[src/hdl/anps_pkg.sv]
// constants and types shared by the next-page and expansion status block
package anps_pkg;

  // ----------------------------------------------------------------------
  // widths
  // ----------------------------------------------------------------------
  localparam int unsigned DATA_W = 32;        // bus data width
  localparam int unsigned REG_W  = 16;        // management register width
  localparam int unsigned IDX_W  = 8;         // register index width
  localparam int unsigned EVT_N  = 3;         // number of interrupt events

  // ----------------------------------------------------------------------
  // register indices; byte address is four times the index
  // ----------------------------------------------------------------------
  localparam logic [IDX_W-1:0] IDX_PAGE    = 8'h05; // partner next page
  localparam logic [IDX_W-1:0] IDX_EXP     = 8'h06; // expansion status
  localparam logic [IDX_W-1:0] IDX_IRQ_ST  = 8'h08; // sticky status, ro
  localparam logic [IDX_W-1:0] IDX_IRQ_CLR = 8'h09; // clear, wo
  localparam logic [IDX_W-1:0] IDX_IRQ_EN  = 8'h0A; // enable, rw

  // ----------------------------------------------------------------------
  // field positions of the partner next-page word
  // ----------------------------------------------------------------------
  localparam int unsigned PG_ACK_BIT   = 14;  // partner acknowledge
  localparam int unsigned PG_FMT_BIT   = 13;  // formatted_page_flag
  localparam int unsigned PG_CMPLY_BIT = 12;  // comply_acknowledge_flag
  localparam int unsigned PG_TOG_BIT   = 11;  // toggle
  localparam int unsigned PG_CODE_MSB  = 10;  // code field 10:0

  // ----------------------------------------------------------------------
  // field positions of the expansion status word
  // ----------------------------------------------------------------------
  localparam int unsigned EXP_RSV_LSB  = 5;   // 15:5 reserved
  localparam int unsigned EXP_PDF_BIT  = 4;   // parallel_detect_fault
  localparam int unsigned EXP_LPNP_BIT = 3;   // partner_next_page_capable
  localparam int unsigned EXP_NP_BIT   = 2;   // local_next_page_capable
  localparam int unsigned EXP_RX_BIT   = 1;   // page received, cor
  localparam int unsigned EXP_LPAN_BIT = 0;   // partner_autoneg_capable

  // ----------------------------------------------------------------------
  // reset values
  // ----------------------------------------------------------------------
  localparam logic [REG_W-1:0] PAGE_RST   = 16'h0000;
  localparam logic             FLAG_RST   = 1'b0;
  localparam logic             NP_CAPABLE = 1'b1;   // fixed one
  localparam logic [EVT_N-1:0] IRQ_EN_RST = 3'h0;

  // ----------------------------------------------------------------------
  // interrupt event positions
  // ----------------------------------------------------------------------
  localparam int unsigned EVT_PAGE = 0;       // page received
  localparam int unsigned EVT_PDF  = 1;       // fault rose
  localparam int unsigned EVT_LPAN = 2;       // partner autoneg rose

  // ----------------------------------------------------------------------
  // bus data-phase state, gray along idle -> write / idle -> read
  // ----------------------------------------------------------------------
  typedef enum logic [1:0] {
    ANPS_PH_IDLE = 2'b00,
    ANPS_PH_WR   = 2'b01,
    ANPS_PH_RD   = 2'b10
  } anps_phase_t;

endpackage

[src/hdl/anps_evt_if.sv]
// interface between the top and the sticky interrupt status bank
`timescale 1ns/1ps
interface anps_evt_if;
  logic [anps_pkg::EVT_N-1:0] evt;   // one-cycle event pulses
  logic [anps_pkg::EVT_N-1:0] clr;   // one-cycle clear pulses
  logic [anps_pkg::EVT_N-1:0] st;    // sticky status bits

  modport ctrl (output evt, output clr, input st);
  modport bank (input evt, input clr, output st);
endinterface

[src/hdl/anps_evt_bank.sv]
// sticky interrupt status bits, one per event
`timescale 1ns/1ps
module anps_evt_bank (
  input  wire logic clk,
  input  wire logic reset,
  anps_evt_if.bank  eb
);
  // ----------------------------------------------------------------------
  // per-bit sticky flag
  // ----------------------------------------------------------------------
  for (genvar i = 0; i < anps_pkg::EVT_N; i++) begin : g_bit
    logic st_r;
    // set wins over a clear in the same cycle, so no event is lost
    always_ff @(posedge clk) begin
      if (reset) begin
        st_r <= anps_pkg::FLAG_RST;
      end else begin
        st_r <= eb.evt[i] | (st_r & ~eb.clr[i]);
      end
    end
    assign eb.st[i] = st_r;
  end
endmodule

[src/hdl/anps_page_cap.sv]
// holding register for the partner next-page word
`timescale 1ns/1ps
module anps_page_cap #(
  parameter int unsigned W = anps_pkg::REG_W
) (
  input  wire logic         clk,
  input  wire logic         reset,
  input  wire logic         load,
  input  wire logic [W-1:0] word_in,
  output logic      [W-1:0] word_out
);
  // ----------------------------------------------------------------------
  // whole-word capture
  // ----------------------------------------------------------------------
  logic [W-1:0] word_r;   // last page received

  // every field loads on the same edge: no mixed old and new view
  always_ff @(posedge clk) begin
    if (reset) begin
      word_r <= anps_pkg::PAGE_RST;
    end else if (load) begin
      word_r <= word_in;  // RULE15
    end
  end

  assign word_out = word_r;
endmodule

[src/hdl/anps_top.sv]
// next-page and expansion status registers behind an ahb-lite slave
//
// The AHB-Lite register port was left to the implementer.
`timescale 1ns/1ps

// Contract
// (RULE1) bit 13 flags formatted message page
// (RULE2) bit 12 shows partner can comply
// (RULE3) bit 11 shows partner toggle bit
// (RULE4) bits 10:0 hold partner code, reset zero
// (RULE5) expansion register at 0x06, read-only
// (RULE6) expansion bits 15:5 read zero
// (RULE7) bit 4 shows parallel detection fault
// (RULE8) bit 3 shows partner next-page ability
// (RULE9) bit 2 reads fixed one
// (RULE10) bit 1 sets on page, clears on read
// (RULE11) bit 0 shows partner autoneg ability
// (RULE12) partner next-page word at 0x05
// (RULE13) acknowledge bit updated only by engine
// (RULE14) new page beats same-cycle read clear
// (RULE15) page fields captured together per word
module anps_top #(
  parameter int unsigned ADDR_W = 32       // bus address width
) (
  input  wire logic                         clk,
  input  wire logic                         reset,
  input  wire logic                         hsel,
  input  wire logic [ADDR_W-1:0]            haddr,
  input  wire logic [1:0]                   htrans,
  input  wire logic                         hwrite,
  input  wire logic [2:0]                   hsize,
  input  wire logic [anps_pkg::DATA_W-1:0]  hwdata,
  input  wire logic                         hready,
  output logic                              hreadyout,
  output logic [anps_pkg::DATA_W-1:0]       hrdata,
  output logic                              hresp,
  input  wire logic                         pg_valid,
  input  wire logic [anps_pkg::REG_W-1:0]   pg_word,
  input  wire logic                         pdf_in,
  input  wire logic                         lp_np_in,
  input  wire logic                         lp_an_in,
  output logic                              irq
);

  // ----------------------------------------------------------------------
  // declarations
  // ----------------------------------------------------------------------
  localparam int unsigned DW = anps_pkg::DATA_W;
  localparam int unsigned RW = anps_pkg::REG_W;
  localparam int unsigned EN = anps_pkg::EVT_N;
  localparam int unsigned IW = anps_pkg::IDX_W;

  anps_pkg::anps_phase_t  phase_r;        // data-phase state
  anps_pkg::anps_phase_t  phase_nxt;      // its next value
  logic [IW-1:0]          idx_r;          // latched register index
  logic                   hreadyout_r;    // wait-state flop
  logic [DW-1:0]          hrdata_r;       // read data flop
  logic                   hresp_r;        // always okay
  logic                   irq_r;          // interrupt level flop
  logic                   pdf_r;          // fault level
  logic                   lp_np_r;        // partner next-page level
  logic                   lp_an_r;        // partner autoneg level
  logic                   page_rx_r;      // page received, cor
  logic                   page_rx_nxt;    // its next value
  logic [EN-1:0]          irq_en_r;       // interrupt enables
  logic [RW-1:0]          page_word;      // held partner page
  logic [RW-1:0]          exp_word;       // assembled expansion word
  logic [DW-1:0]          rd_mux;         // selected read value

  anps_evt_if evt_if ();                  // link to sticky bank

  // ----------------------------------------------------------------------
  // address phase decode
  // ----------------------------------------------------------------------
  wire addr_take  = hsel & htrans[1] & hready & hreadyout_r;
  wire take_rd    = addr_take & ~hwrite;
  wire take_wr    = addr_take & hwrite;
  wire [IW-1:0] addr_idx = haddr[IW+1:2];

  // data phase decode
  wire in_rd      = (phase_r == anps_pkg::ANPS_PH_RD);
  wire in_wr      = (phase_r == anps_pkg::ANPS_PH_WR);
  wire hit_page   = (idx_r == anps_pkg::IDX_PAGE);    // RULE12
  wire hit_exp    = (idx_r == anps_pkg::IDX_EXP);     // RULE5
  wire hit_st     = (idx_r == anps_pkg::IDX_IRQ_ST);
  wire hit_clr    = (idx_r == anps_pkg::IDX_IRQ_CLR);
  wire hit_en     = (idx_r == anps_pkg::IDX_IRQ_EN);

  // write strobes; the two status registers take no write at all
  wire wr_clr     = in_wr & hit_clr;
  wire wr_en      = in_wr & hit_en;

  // read of the expansion register clears the page flag
  wire rd_exp     = in_rd & hit_exp;

  // ----------------------------------------------------------------------
  // bus phase state machine
  // ----------------------------------------------------------------------
  // reads take one wait state so that a write one transfer earlier
  // lands before the read samples; writes finish with no wait
  always_comb begin
    phase_nxt = anps_pkg::ANPS_PH_IDLE;
    case (phase_r)
      anps_pkg::ANPS_PH_RD: begin
        phase_nxt = anps_pkg::ANPS_PH_IDLE;   // read answers now
      end
      anps_pkg::ANPS_PH_IDLE,
      anps_pkg::ANPS_PH_WR: begin
        if (take_rd) begin
          phase_nxt = anps_pkg::ANPS_PH_RD;
        end else if (take_wr) begin
          phase_nxt = anps_pkg::ANPS_PH_WR;
        end else begin
          phase_nxt = anps_pkg::ANPS_PH_IDLE;
        end
      end
      default: begin
        phase_nxt = anps_pkg::ANPS_PH_IDLE;   // recover from bad code
      end
    endcase
  end

  // state and latched index
  always_ff @(posedge clk) begin
    if (reset) begin
      phase_r <= anps_pkg::ANPS_PH_IDLE;
      idx_r   <= '0;
    end else begin
      phase_r <= phase_nxt;
      if (addr_take) begin
        idx_r <= addr_idx;
      end
    end
  end

  // hready drops for the one cycle after a read is taken
  always_ff @(posedge clk) begin
    if (reset) begin
      hreadyout_r <= 1'b1;
    end else begin
      hreadyout_r <= ~take_rd;
    end
  end

  // response never signals an error, unmapped reads give zero
  always_ff @(posedge clk) begin
    if (reset) begin
      hresp_r <= 1'b0;
    end else begin
      hresp_r <= 1'b0;
    end
  end

  // ----------------------------------------------------------------------
  // partner page holding register
  // ----------------------------------------------------------------------
  // only the engine's valid strobe loads it; bus writes never reach it
  anps_page_cap #(
    .W        (RW)
  ) u_page (
    .clk      (clk),
    .reset    (reset),
    .load     (pg_valid),                      // RULE13
    .word_in  (pg_word),
    .word_out (page_word)
  );

  // ----------------------------------------------------------------------
  // expansion status levels
  // ----------------------------------------------------------------------
  // engine outputs share this clock, so one flop each is enough
  always_ff @(posedge clk) begin
    if (reset) begin
      pdf_r   <= anps_pkg::FLAG_RST;
      lp_np_r <= anps_pkg::FLAG_RST;
      lp_an_r <= anps_pkg::FLAG_RST;
    end else begin
      pdf_r   <= pdf_in;                       // RULE7
      lp_np_r <= lp_np_in;                     // RULE8
      lp_an_r <= lp_an_in;                     // RULE11
    end
  end

  // page flag: a new page wins over the clear from a read
  assign page_rx_nxt = pg_valid | (page_rx_r & ~rd_exp); // RULE10 RULE14

  always_ff @(posedge clk) begin
    if (reset) begin
      page_rx_r <= anps_pkg::FLAG_RST;
    end else begin
      page_rx_r <= page_rx_nxt;
    end
  end

  // reserved bits are constant zero, local ability a constant one
  assign exp_word = {
    {(RW - anps_pkg::EXP_RSV_LSB){1'b0}},      // RULE6
    pdf_r,
    lp_np_r,
    anps_pkg::NP_CAPABLE,                      // RULE9
    page_rx_r,
    lp_an_r
  };

  // ----------------------------------------------------------------------
  // interrupt events and enables
  // ----------------------------------------------------------------------
  // the fault and partner autoneg levels raise an event only on their rising edge; partner next-page raises none
  assign evt_if.evt[anps_pkg::EVT_PAGE] = pg_valid;
  assign evt_if.evt[anps_pkg::EVT_PDF]  = pdf_in & ~pdf_r;
  assign evt_if.evt[anps_pkg::EVT_LPAN] = lp_an_in & ~lp_an_r;
  assign evt_if.clr = wr_clr ? hwdata[EN-1:0] : '0;

  anps_evt_bank u_evt (
    .clk   (clk),
    .reset (reset),
    .eb    (evt_if)
  );

  // enable register, software owned
  always_ff @(posedge clk) begin
    if (reset) begin
      irq_en_r <= anps_pkg::IRQ_EN_RST;
    end else if (wr_en) begin
      irq_en_r <= hwdata[EN-1:0];
    end
  end

  // level interrupt, one cycle behind the sticky bits
  always_ff @(posedge clk) begin
    if (reset) begin
      irq_r <= 1'b0;
    end else begin
      irq_r <= |(evt_if.st & irq_en_r);
    end
  end

  // ----------------------------------------------------------------------
  // read data
  // ----------------------------------------------------------------------
  assign rd_mux =
      hit_page ? {{(DW - RW){1'b0}}, page_word} :  // RULE1 RULE2 RULE3 RULE4
      hit_exp  ? {{(DW - RW){1'b0}}, exp_word}  :
      hit_st   ? {{(DW - EN){1'b0}}, evt_if.st} :
      hit_en   ? {{(DW - EN){1'b0}}, irq_en_r}  :
                 {DW{1'b0}};                     // clear reg and holes

  // data flop loads only at the end of the read wait state
  always_ff @(posedge clk) begin
    if (reset) begin
      hrdata_r <= '0;
    end else if (in_rd) begin
      hrdata_r <= rd_mux;
    end
  end

  // ----------------------------------------------------------------------
  // outputs
  // ----------------------------------------------------------------------
  assign hreadyout = hreadyout_r;
  assign hrdata    = hrdata_r;
  assign hresp     = hresp_r;
  assign irq       = irq_r;

  // ----------------------------------------------------------------------
  // checks
  // ----------------------------------------------------------------------
  chk_fmt_flag: assert property (@(posedge clk) disable iff (reset) // RULE1
    pg_valid |=> page_word[anps_pkg::PG_FMT_BIT] ==
                 $past(pg_word[anps_pkg::PG_FMT_BIT]))
    else $error("format flag not taken from page");

  chk_comply_flag: assert property (@(posedge clk) disable iff (reset) // RULE2
    pg_valid |=> page_word[anps_pkg::PG_CMPLY_BIT] ==
                 $past(pg_word[anps_pkg::PG_CMPLY_BIT]))
    else $error("comply flag not taken from page");

  chk_toggle_bit: assert property (@(posedge clk) disable iff (reset) // RULE3
    pg_valid |=> page_word[anps_pkg::PG_TOG_BIT] ==
                 $past(pg_word[anps_pkg::PG_TOG_BIT]))
    else $error("toggle bit not taken from page");

  chk_code_field: assert property (@(posedge clk) disable iff (reset) // RULE4
    pg_valid |=> page_word[anps_pkg::PG_CODE_MSB:0] ==
                 $past(pg_word[anps_pkg::PG_CODE_MSB:0]))
    else $error("code field not taken from page");

  chk_exp_readonly: assert property (@(posedge clk) disable iff (reset) // RULE5
    (in_wr && hit_exp && !pg_valid && $stable(pdf_in) &&
     $stable(lp_np_in) && $stable(lp_an_in)) |=> $stable(exp_word))
    else $error("write changed expansion register");

  chk_rsv_zero: assert property (@(posedge clk) disable iff (reset) // RULE6
    (in_rd && hit_exp) |=> hrdata[DW-1:anps_pkg::EXP_RSV_LSB] == '0)
    else $error("reserved expansion bits not zero");

  chk_pdf_follow: assert property (@(posedge clk) disable iff (reset) // RULE7
    (in_rd && hit_exp) |=>
      hrdata[anps_pkg::EXP_PDF_BIT] == $past(pdf_r))
    else $error("fault bit does not follow input");

  chk_lpnp_follow: assert property (@(posedge clk) disable iff (reset) // RULE8
    ##1 lp_np_r == $past(lp_np_in))
    else $error("partner next page bit lags");

  chk_np_one: assert property (@(posedge clk) disable iff (reset) // RULE9
    (in_rd && hit_exp) |=> hrdata[anps_pkg::EXP_NP_BIT])
    else $error("local next page bit not one");

  chk_rx_clear: assert property (@(posedge clk) disable iff (reset) // RULE10
    (rd_exp && !pg_valid) |=> (!page_rx_r && hreadyout))
    else $error("page flag not cleared by read");

  chk_rx_set: assert property (@(posedge clk) disable iff (reset) // RULE10
    pg_valid |=> page_rx_r)
    else $error("page flag not set by page");

  chk_lpan_follow: assert property (@(posedge clk) disable iff (reset) // RULE11
    (in_rd && hit_exp) |=>
      hrdata[anps_pkg::EXP_LPAN_BIT] == $past(lp_an_r))
    else $error("autoneg bit does not follow input");

  chk_page_read: assert property (@(posedge clk) disable iff (reset) // RULE12
    (take_rd && addr_idx == anps_pkg::IDX_PAGE && !pg_valid) |=>
      !hreadyout ##1 (hreadyout && hrdata[RW-1:0] == $past(page_word)))
    else $error("page register read wrong");

  chk_ack_hold: assert property (@(posedge clk) disable iff (reset) // RULE13
    !pg_valid |=> $stable(page_word[anps_pkg::PG_ACK_BIT]))
    else $error("acknowledge changed without page");

  chk_rx_race: assert property (@(posedge clk) disable iff (reset) // RULE14
    (rd_exp && pg_valid) |=> page_rx_r)
    else $error("page lost to read clear");

  chk_word_whole: assert property (@(posedge clk) disable iff (reset) // RULE15
    !pg_valid |=> $stable(page_word))
    else $error("page word changed without page");

  // a read stalls exactly one cycle, a write none
  chk_read_wait: assert property (@(posedge clk) disable iff (reset)
    take_rd |=> !hreadyout ##1 hreadyout)
    else $error("read wait state not one cycle");

  chk_write_nowait: assert property (@(posedge clk) disable iff (reset)
    take_wr |=> hreadyout)
    else $error("write inserted a wait state");

  // first edge out of reset sees reset values
  chk_page_reset: assert property (@(posedge clk) disable iff (reset) // RULE4
    $fell(reset) |-> page_word == anps_pkg::PAGE_RST)
    else $error("page word not zero after reset");

  chk_flag_reset: assert property (@(posedge clk) disable iff (reset) // RULE7
    $fell(reset) |-> (!pdf_r && !lp_an_r && !page_rx_r))
    else $error("expansion flags not zero after reset");

  // interrupt follows enabled sticky bits one cycle later
  chk_irq_raise: assert property (@(posedge clk) disable iff (reset)
    (|(evt_if.st & irq_en_r)) |=> irq)
    else $error("enabled status did not raise interrupt");

  chk_irq_mask: assert property (@(posedge clk) disable iff (reset)
    (irq_en_r == '0) |=> !irq)
    else $error("interrupt raised while masked");

endmodule

[config.mk]
export PLATFORM = sky130hd
export DESIGN_NAME = anps_top
export DESIGN_NICKNAME = d
export VERILOG_FILES = /design/src/hdl/anps_pkg.sv /design/src/hdl/anps_evt_if.sv /design/src/hdl/anps_evt_bank.sv /design/src/hdl/anps_page_cap.sv /design/src/hdl/anps_top.sv
export SDC_FILE = /design/constraint.sdc
export NUM_CORES = 1
export LEC_CHECK = 0
export BUFFER_PORTS_ARGS = -buffer_cell sky130_fd_sc_hd__buf_2
export CAP_MARGIN = 20
export CORE_ASPECT_RATIO = 0.8
export CORE_UTILIZATION = 43
export DETAILED_ROUTE_END_ITERATION = 12
export PLACE_DENSITY_LB_ADDON = 0.15
export SETUP_SLACK_MARGIN = 0.15
export SYNTH_ARGS = -nofsm -noshare
export SYNTH_HDL_FRONTEND = slang
export SYNTH_SLANG_ARGS = --single-unit
[constraint.sdc]
create_clock -name clk -period 1.9 [get_ports clk]
set_clock_uncertainty 0.05 [all_clocks]
set_input_delay 0.19 -clock clk [delete_from_list [all_inputs] [get_ports clk]]
set_output_delay 0.19 -clock clk [all_outputs]
set_load 0.005 [all_outputs]
==> results_dict.tcl, run 1 <==
set metrics [dict create \
    synth_warnings 0 \
    syn_to_final_growth_pct 16.4 \
    drt_pass1_iterations 4 \
    grt_max_degree 44 \
    p_seq_frac 0.604 \
    synth_compound_area_frac 0.118 \
    cts-buffers-inserted 5 \
    irDropWorstVdd_v 0.000380 \
    synthMuxAreaShare 0.0859 \
    path_max_fanout 6 \
    maxCapViolations 0 \
    synth_fa_ha_area_frac 0 \
    synth_cell_types 35 \
    combPwrFrac 0.085 \
    rsz0062_at_grt "false" \
    synthesis.area_um2 2210 \
    slew_violations 0 \
    slew_headroom 0.499 \
    hpwl_um 3110 \
    syn_area_per_cell_um2 9.07 \
    grt_pass1_vias 1551 \
    finalSetupTns_ns 0 \
    track_usage 0.183 \
    swShare 0.237 \
    seq_area_frac_synth 0.488 \
    cts_max_level 2 \
    whs_ns 0.0402 \
    root_buffer "clkbuf_8" \
    port_buffers 54 \
    p_per_area_nw_per_um2 766 \
    drc 0 \
    grt_pass1_wl_um 7330 \
    clock_path_buffers 2 \
    hold_viol 0 \
    clk_latency_ns 0.30 \
    p_leak_nw 1.15 \
    post-route-period-util 0.827 \
    drive_above_1_share 0.245 \
    cts_tree "yes" \
    rows 22 \
    min_period_ns 1.57 \
    die_x_um 82.2 \
    coreArea_um2 4760 \
    path_class "reg2reg" \
    worstMarginPinSlew_ns 0.752 \
    die-height_um 66.2 \
    cp-start-kind "register" \
    grt_util_met3 0.0455 \
    fin_nets 391 \
    synth_cells 244 \
    setup_viol 0 \
    via_per_inst 4.98 \
    yosys.area_share.simple 0.220 \
    grt_remaining_overflow 0 \
    gp_congestion 0.816 \
    ys_seq_elements 54 \
    diodes 0 \
    path_clk_slew_ns 0.09 \
    busiest_layer "met1" \
    drt-total-wl_um 4380 \
    start_util 0.465 \
    arrival_ns 1.69 \
    dr_total_vias 1782 \
    hp-class "in2reg" \
    gr-usage-met1 0.268 \
    drt_iter0_drc 101 \
    drt-wirelength-per-cell_um 12.2 \
    cts.sinks 54 \
    die_area_um2 5440 \
    worstPathRequired_ns 2.02 \
    p_int_mw 1.51 \
    fmax_mhz 637 \
    synth_xor_area_frac 0 \
    synth_top_family_by_area "simple AND/OR/NAND/NOR gates" \
    ant_nets 0 \
    cp-end-kind "register" \
    status "finished, final reports clean" \
    p_clk_frac 0.312 \
    ios 129 \
    grt_antenna_before_repair 0 \
    netSwitchingPower_mw 0.468 \
    met2_usage 0.253 \
]
critical path, cell delays in order (launching register included):
cell	delay (ns)
dfxtp_1	0.36
nor4_4	0.45
nand4b_1	0.30
mux2i_1	0.23
nor2_1	0.05
timing repair:
action                     CTS  global route
gates resized for setup      0             1
setup endpoints to repair    0             3
setup buffers                0             0
hold buffers                 0             0
routing by layer:
| metal | vias to the layer above | part of all wire |
|---|---|---|
| met5 | - | 0 |
| met4 | 0 | 0.011 |
| met3 | 5 | 0.062 |
| met2 | 54 | 0.42 |
| met1 | 813 | 0.51 |
| li1 | 910 | - |
power by group through the flow:
stage	sequential [mW]	combinational, mW	clock (mW)
6_report	1.19	0.167	0.615
3_5_place_dp	1.22	0.169	0
2_1_floorplan	1.21	0.134	0
3_3_place_gp	1.22	0.168	0
5_1_grt	1.20	0.194	0.687
4_1_cts	1.19	0.169	0.635
synth_stat cells:
cell type / instances / area share
nor4_4: 1 / 0.0096
nand3_1: 3 / 0.0068
buf_4: 18 / 0.061
or4_4: 1 / 0.0051
and2b_2: 1 / 0.0040
mux2i_1: 19 / 0.086
o21ai_0: 4 / 0.0090
nand2_1: 25 / 0.042
nor2_4: 1 / 0.0051
o211ai_1: 3 / 0.010
or2b_1: 1 / 0.0034
inv_1: 1 / 0.0017
and4_1: 2 / 0.0079
a21oi_1: 18 / 0.041
nand4_1: 5 / 0.014
o21ai_1: 1 / 0.0023
nand3b_1: 1 / 0.0034
a222oi_1: 1 / 0.0045
nand4b_1: 1 / 0.0040
and3_1: 2 / 0.0057
nor2_1: 36 / 0.061
dfxtp_1: 54 / 0.49
nor4bb_1: 1 / 0.0045
clkbuf_2: 1 / 0.0023
a22o_1: 2 / 0.0079
nor2b_1: 6 / 0.017
nand2b_1: 6 / 0.017
nor3_1: 1 / 0.0023
nor4b_1: 1 / 0.0040
buf_2: 2 / 0.0045
a31oi_1: 2 / 0.0057
clkbuf_1: 10 / 0.017
or3_1: 1 / 0.0028
a22oi_1: 11 / 0.037
conb_1: 1 / 0.0017
state kept, by name, summed over array words and instances (netlist names):
name,count
pdf_r,1
u_evt.g_bit.st_r,3
u_page.word_out,16
hreadyout,1
idx_r,8
irq,1
irq_en_r,3
lp_np_r,1
hrdata,16
page_rx_r,1
lp_an_r,1
phase_r,2
cell families after synthesis:
group / count (synthesis)
AND/OR/NAND/NOR: 96
flip-flops: 54
AO/OA/AOI/OAI: 42
buffers and inverters: 32
multiplexers: 19
other: 1
placed cells by master (no fill, tap or decap), types with 2 or more instances in the layout:
master    instances
nand2b_1          6
a31oi_1           2
buf_4             7
nor2b_1           6
clkbuf_8          5
mux2i_1          19
nor2_1           36
conb_1           17
buf_2            54
and4_1            2
and3_1            2
o211ai_1          3
nand3_1           3
o21ai_0           4
nand4_1           5
a21oi_1          18
a22o_1            2
dfxtp_1          54
nand2_1          25
a22oi_1          11
final cells by class:
class                      instances  area (um^2)
sequential                        54         1080
tap                               60         75.1
multi-input combinational        174         1010
inverter                           1         3.75
timing repair buffer              61          323
fill                             484         2190
clock inverter                     2         13.8
clock buffer                       6         72.6
metrics by stage:
stage                     std cells  power [mW]  worst slack [ns]   util  instance area (um^2)
final                           358        1.97             0.329  0.541                  2580
after global routing            358        2.08             0.188  0.541                  2580
after CTS                       358        2.00             0.293  0.540                  2570
after detailed placement        350        1.39             0.321  0.522                  2480
after global placement          350        1.38             0.304  0.522                  2480
after floorplan                 260        1.34             0.518      -                  2270
path summary, 6_finish.rpt:
path,startpoint,to,slack [ns],depth (start not counted)
worst max-delay path,idx_r[4],irq_en_r[2],0.33,4
worst min-delay path,lp_np_in,lp_np_r,0.04,2
worst max register to register,idx_r[4],irq_en_r[2],0.33,4
worst min register to register,hrdata[4],hrdata[4],0.43,2
(Power assumes the default switching activity.)
==> run 2, diff against run 1 <==
Clock period 1.9 ns to 1.5 ns, I/O delays scaled along.
==> results_dict.tcl, run 2 (same netlist as run 1, synthesis figures left out) <==
set metrics [dict create \
    final_cells 375 \
    fin_nets 408 \
    n_fill_cell 430 \
    grt_max_degree 25 \
    path_max_fanout 3 \
    cts-buffers-inserted 5 \
    layout_common_cells "buf_2, dfxtp_1, nor2_1" \
    hold_viol 0 \
    place_inst 360 \
    track_usage 0.196 \
    cp-end-kind "register" \
    die-height_um 66.2 \
    rows 22 \
    root_buffer "clkbuf_8" \
    cp-start-kind "register" \
    post-place-ws_ns 0.0204 \
    dpl_cell_area_um2 2580 \
    dr_total_vias 1858 \
    maxCapViolations 0 \
    multiInputGateArea_um2 1100 \
    path_clk_slew_ns 0.09 \
    rsz0062_at_grt "true" \
    fin_total_pwr_mw 2.73 \
    ios 129 \
    drc 0 \
    reg2reg_slack_ns 0.03 \
    drt_pass1_iterations 4 \
    drive_above_1_share 0.356 \
    irDropWorstVdd_v 0.000512 \
    die_area_um2 5440 \
    coreArea_um2 4760 \
    path_class "reg2reg" \
    cts_tree "yes" \
    whs_ns 0.00905 \
    hpwl_um 3420 \
    min_period_ns 1.47 \
    cts.sinks 54 \
    via_per_inst 4.95 \
    final_common_cell "buf_2" \
    grt_remaining_overflow 0 \
    slew_headroom 0.651 \
    drt-wirelength-per-cell_um 13.0 \
    cts_max_level 2 \
    grt_pass1_wl_um 7890 \
    arrival_ns 1.61 \
    worstMarginPinSlew_ns 0.524 \
    clk_latency_ns 0.30 \
    gp_congestion 0.763 \
    port_buffers 54 \
    hp-class "in2reg" \
    status "finished, final reports clean" \
    ant_nets 0 \
    worstPathRequired_ns 1.63 \
    drt-total-wl_um 4880 \
    slew_violations 0 \
    post-route-period-util 0.982 \
    grt_antenna_before_repair 0 \
    p_leak_nw 1.26 \
    clock_path_buffers 2 \
    p_per_area_nw_per_um2 952 \
    fmax_mhz 679 \
    die_x_um 82.2 \
    grt_pass1_vias 1681 \
    syn_to_final_growth_pct 29.7 \
    setup_viol 0 \
    seqCellArea_um2 1090 \
    diodes 0 \
    final_cell_area_um2 2870 \
    start_util 0.465 \
    setup_slack_ns 0.0271 \
    drt_iter0_drc 80 \
]
==> run 2: timing repair <==
| action | in CTS | in global routing |
|---|---|---|
| setup endpoints to repair | 22 | 23 |
| endpoints found under the hold margin | 1 | 0 |
| pin swaps | 4 | 14 |
| buffers inserted | 4 | 1 |
| resized for setup | 10 | 19 |
| hold buffers | 1 | 0 |
| cloned | 1 | 0 |
==> run 2: path summary, 6_finish.rpt <==
check,from,endpoint,cells after the start
max,idx_r[4],irq_en_r[0],6
min,hwrite,hreadyout,2
max reg2reg,idx_r[4],irq_en_r[0],6
min reg2reg,hrdata[3],hrdata[3],2
==> run 2: power breakdown <==
part | switching, mW | leakage (nW) | internal (mW)
clock | 0.467 | 0.0585 | 0.500
sequential | 0.0328 | 0.443 | 1.48
combinational | 0.130 | 0.763 | 0.126
total | 0.630 | 1.26 | 2.10
==> run 2: through the flow <==
step | utilization | setup TNS [ns]
4_1_cts | 0.585 | 0
5_1_grt | 0.603 | -0.223
6_report | 0.603 | 0
3_5_place_dp | 0.542 | 0
2_1_floorplan | - | 0
3_3_place_gp | 0.542 | 0
==> run 2: area by class of cell <==
type / instances / area share
clock buffers: 5 / 0.0240
inverters: 1 / 0.00131
repair buffers: 78 / 0.172
well taps: 60 / 0.0261
multi-input cells: 174 / 0.383
flip-flops and latches: 54 / 0.379
clock inverters: 3 / 0.0153
==> run 2: critical path, stage by stage, from the launching register on <==
cell and delay, ns:
dfxtp_2 0.35, nor4_4 0.30, buf_4 0.18, nand4b_1 0.12
buf_6 0.16, mux2i_1 0.14, nor2_1 0.05
==> run 2: per-layer routing <==
layer	vias to the layer above	share of wire	routed length (um)	track usage
met4	0	0.0098	48	0.0658
li1	945	-	-	-
met1	862	0.51	2490	0.284
met5	-	0	0	0
met3	5	0.049	237	0.0510
met2	46	0.43	2100	0.276
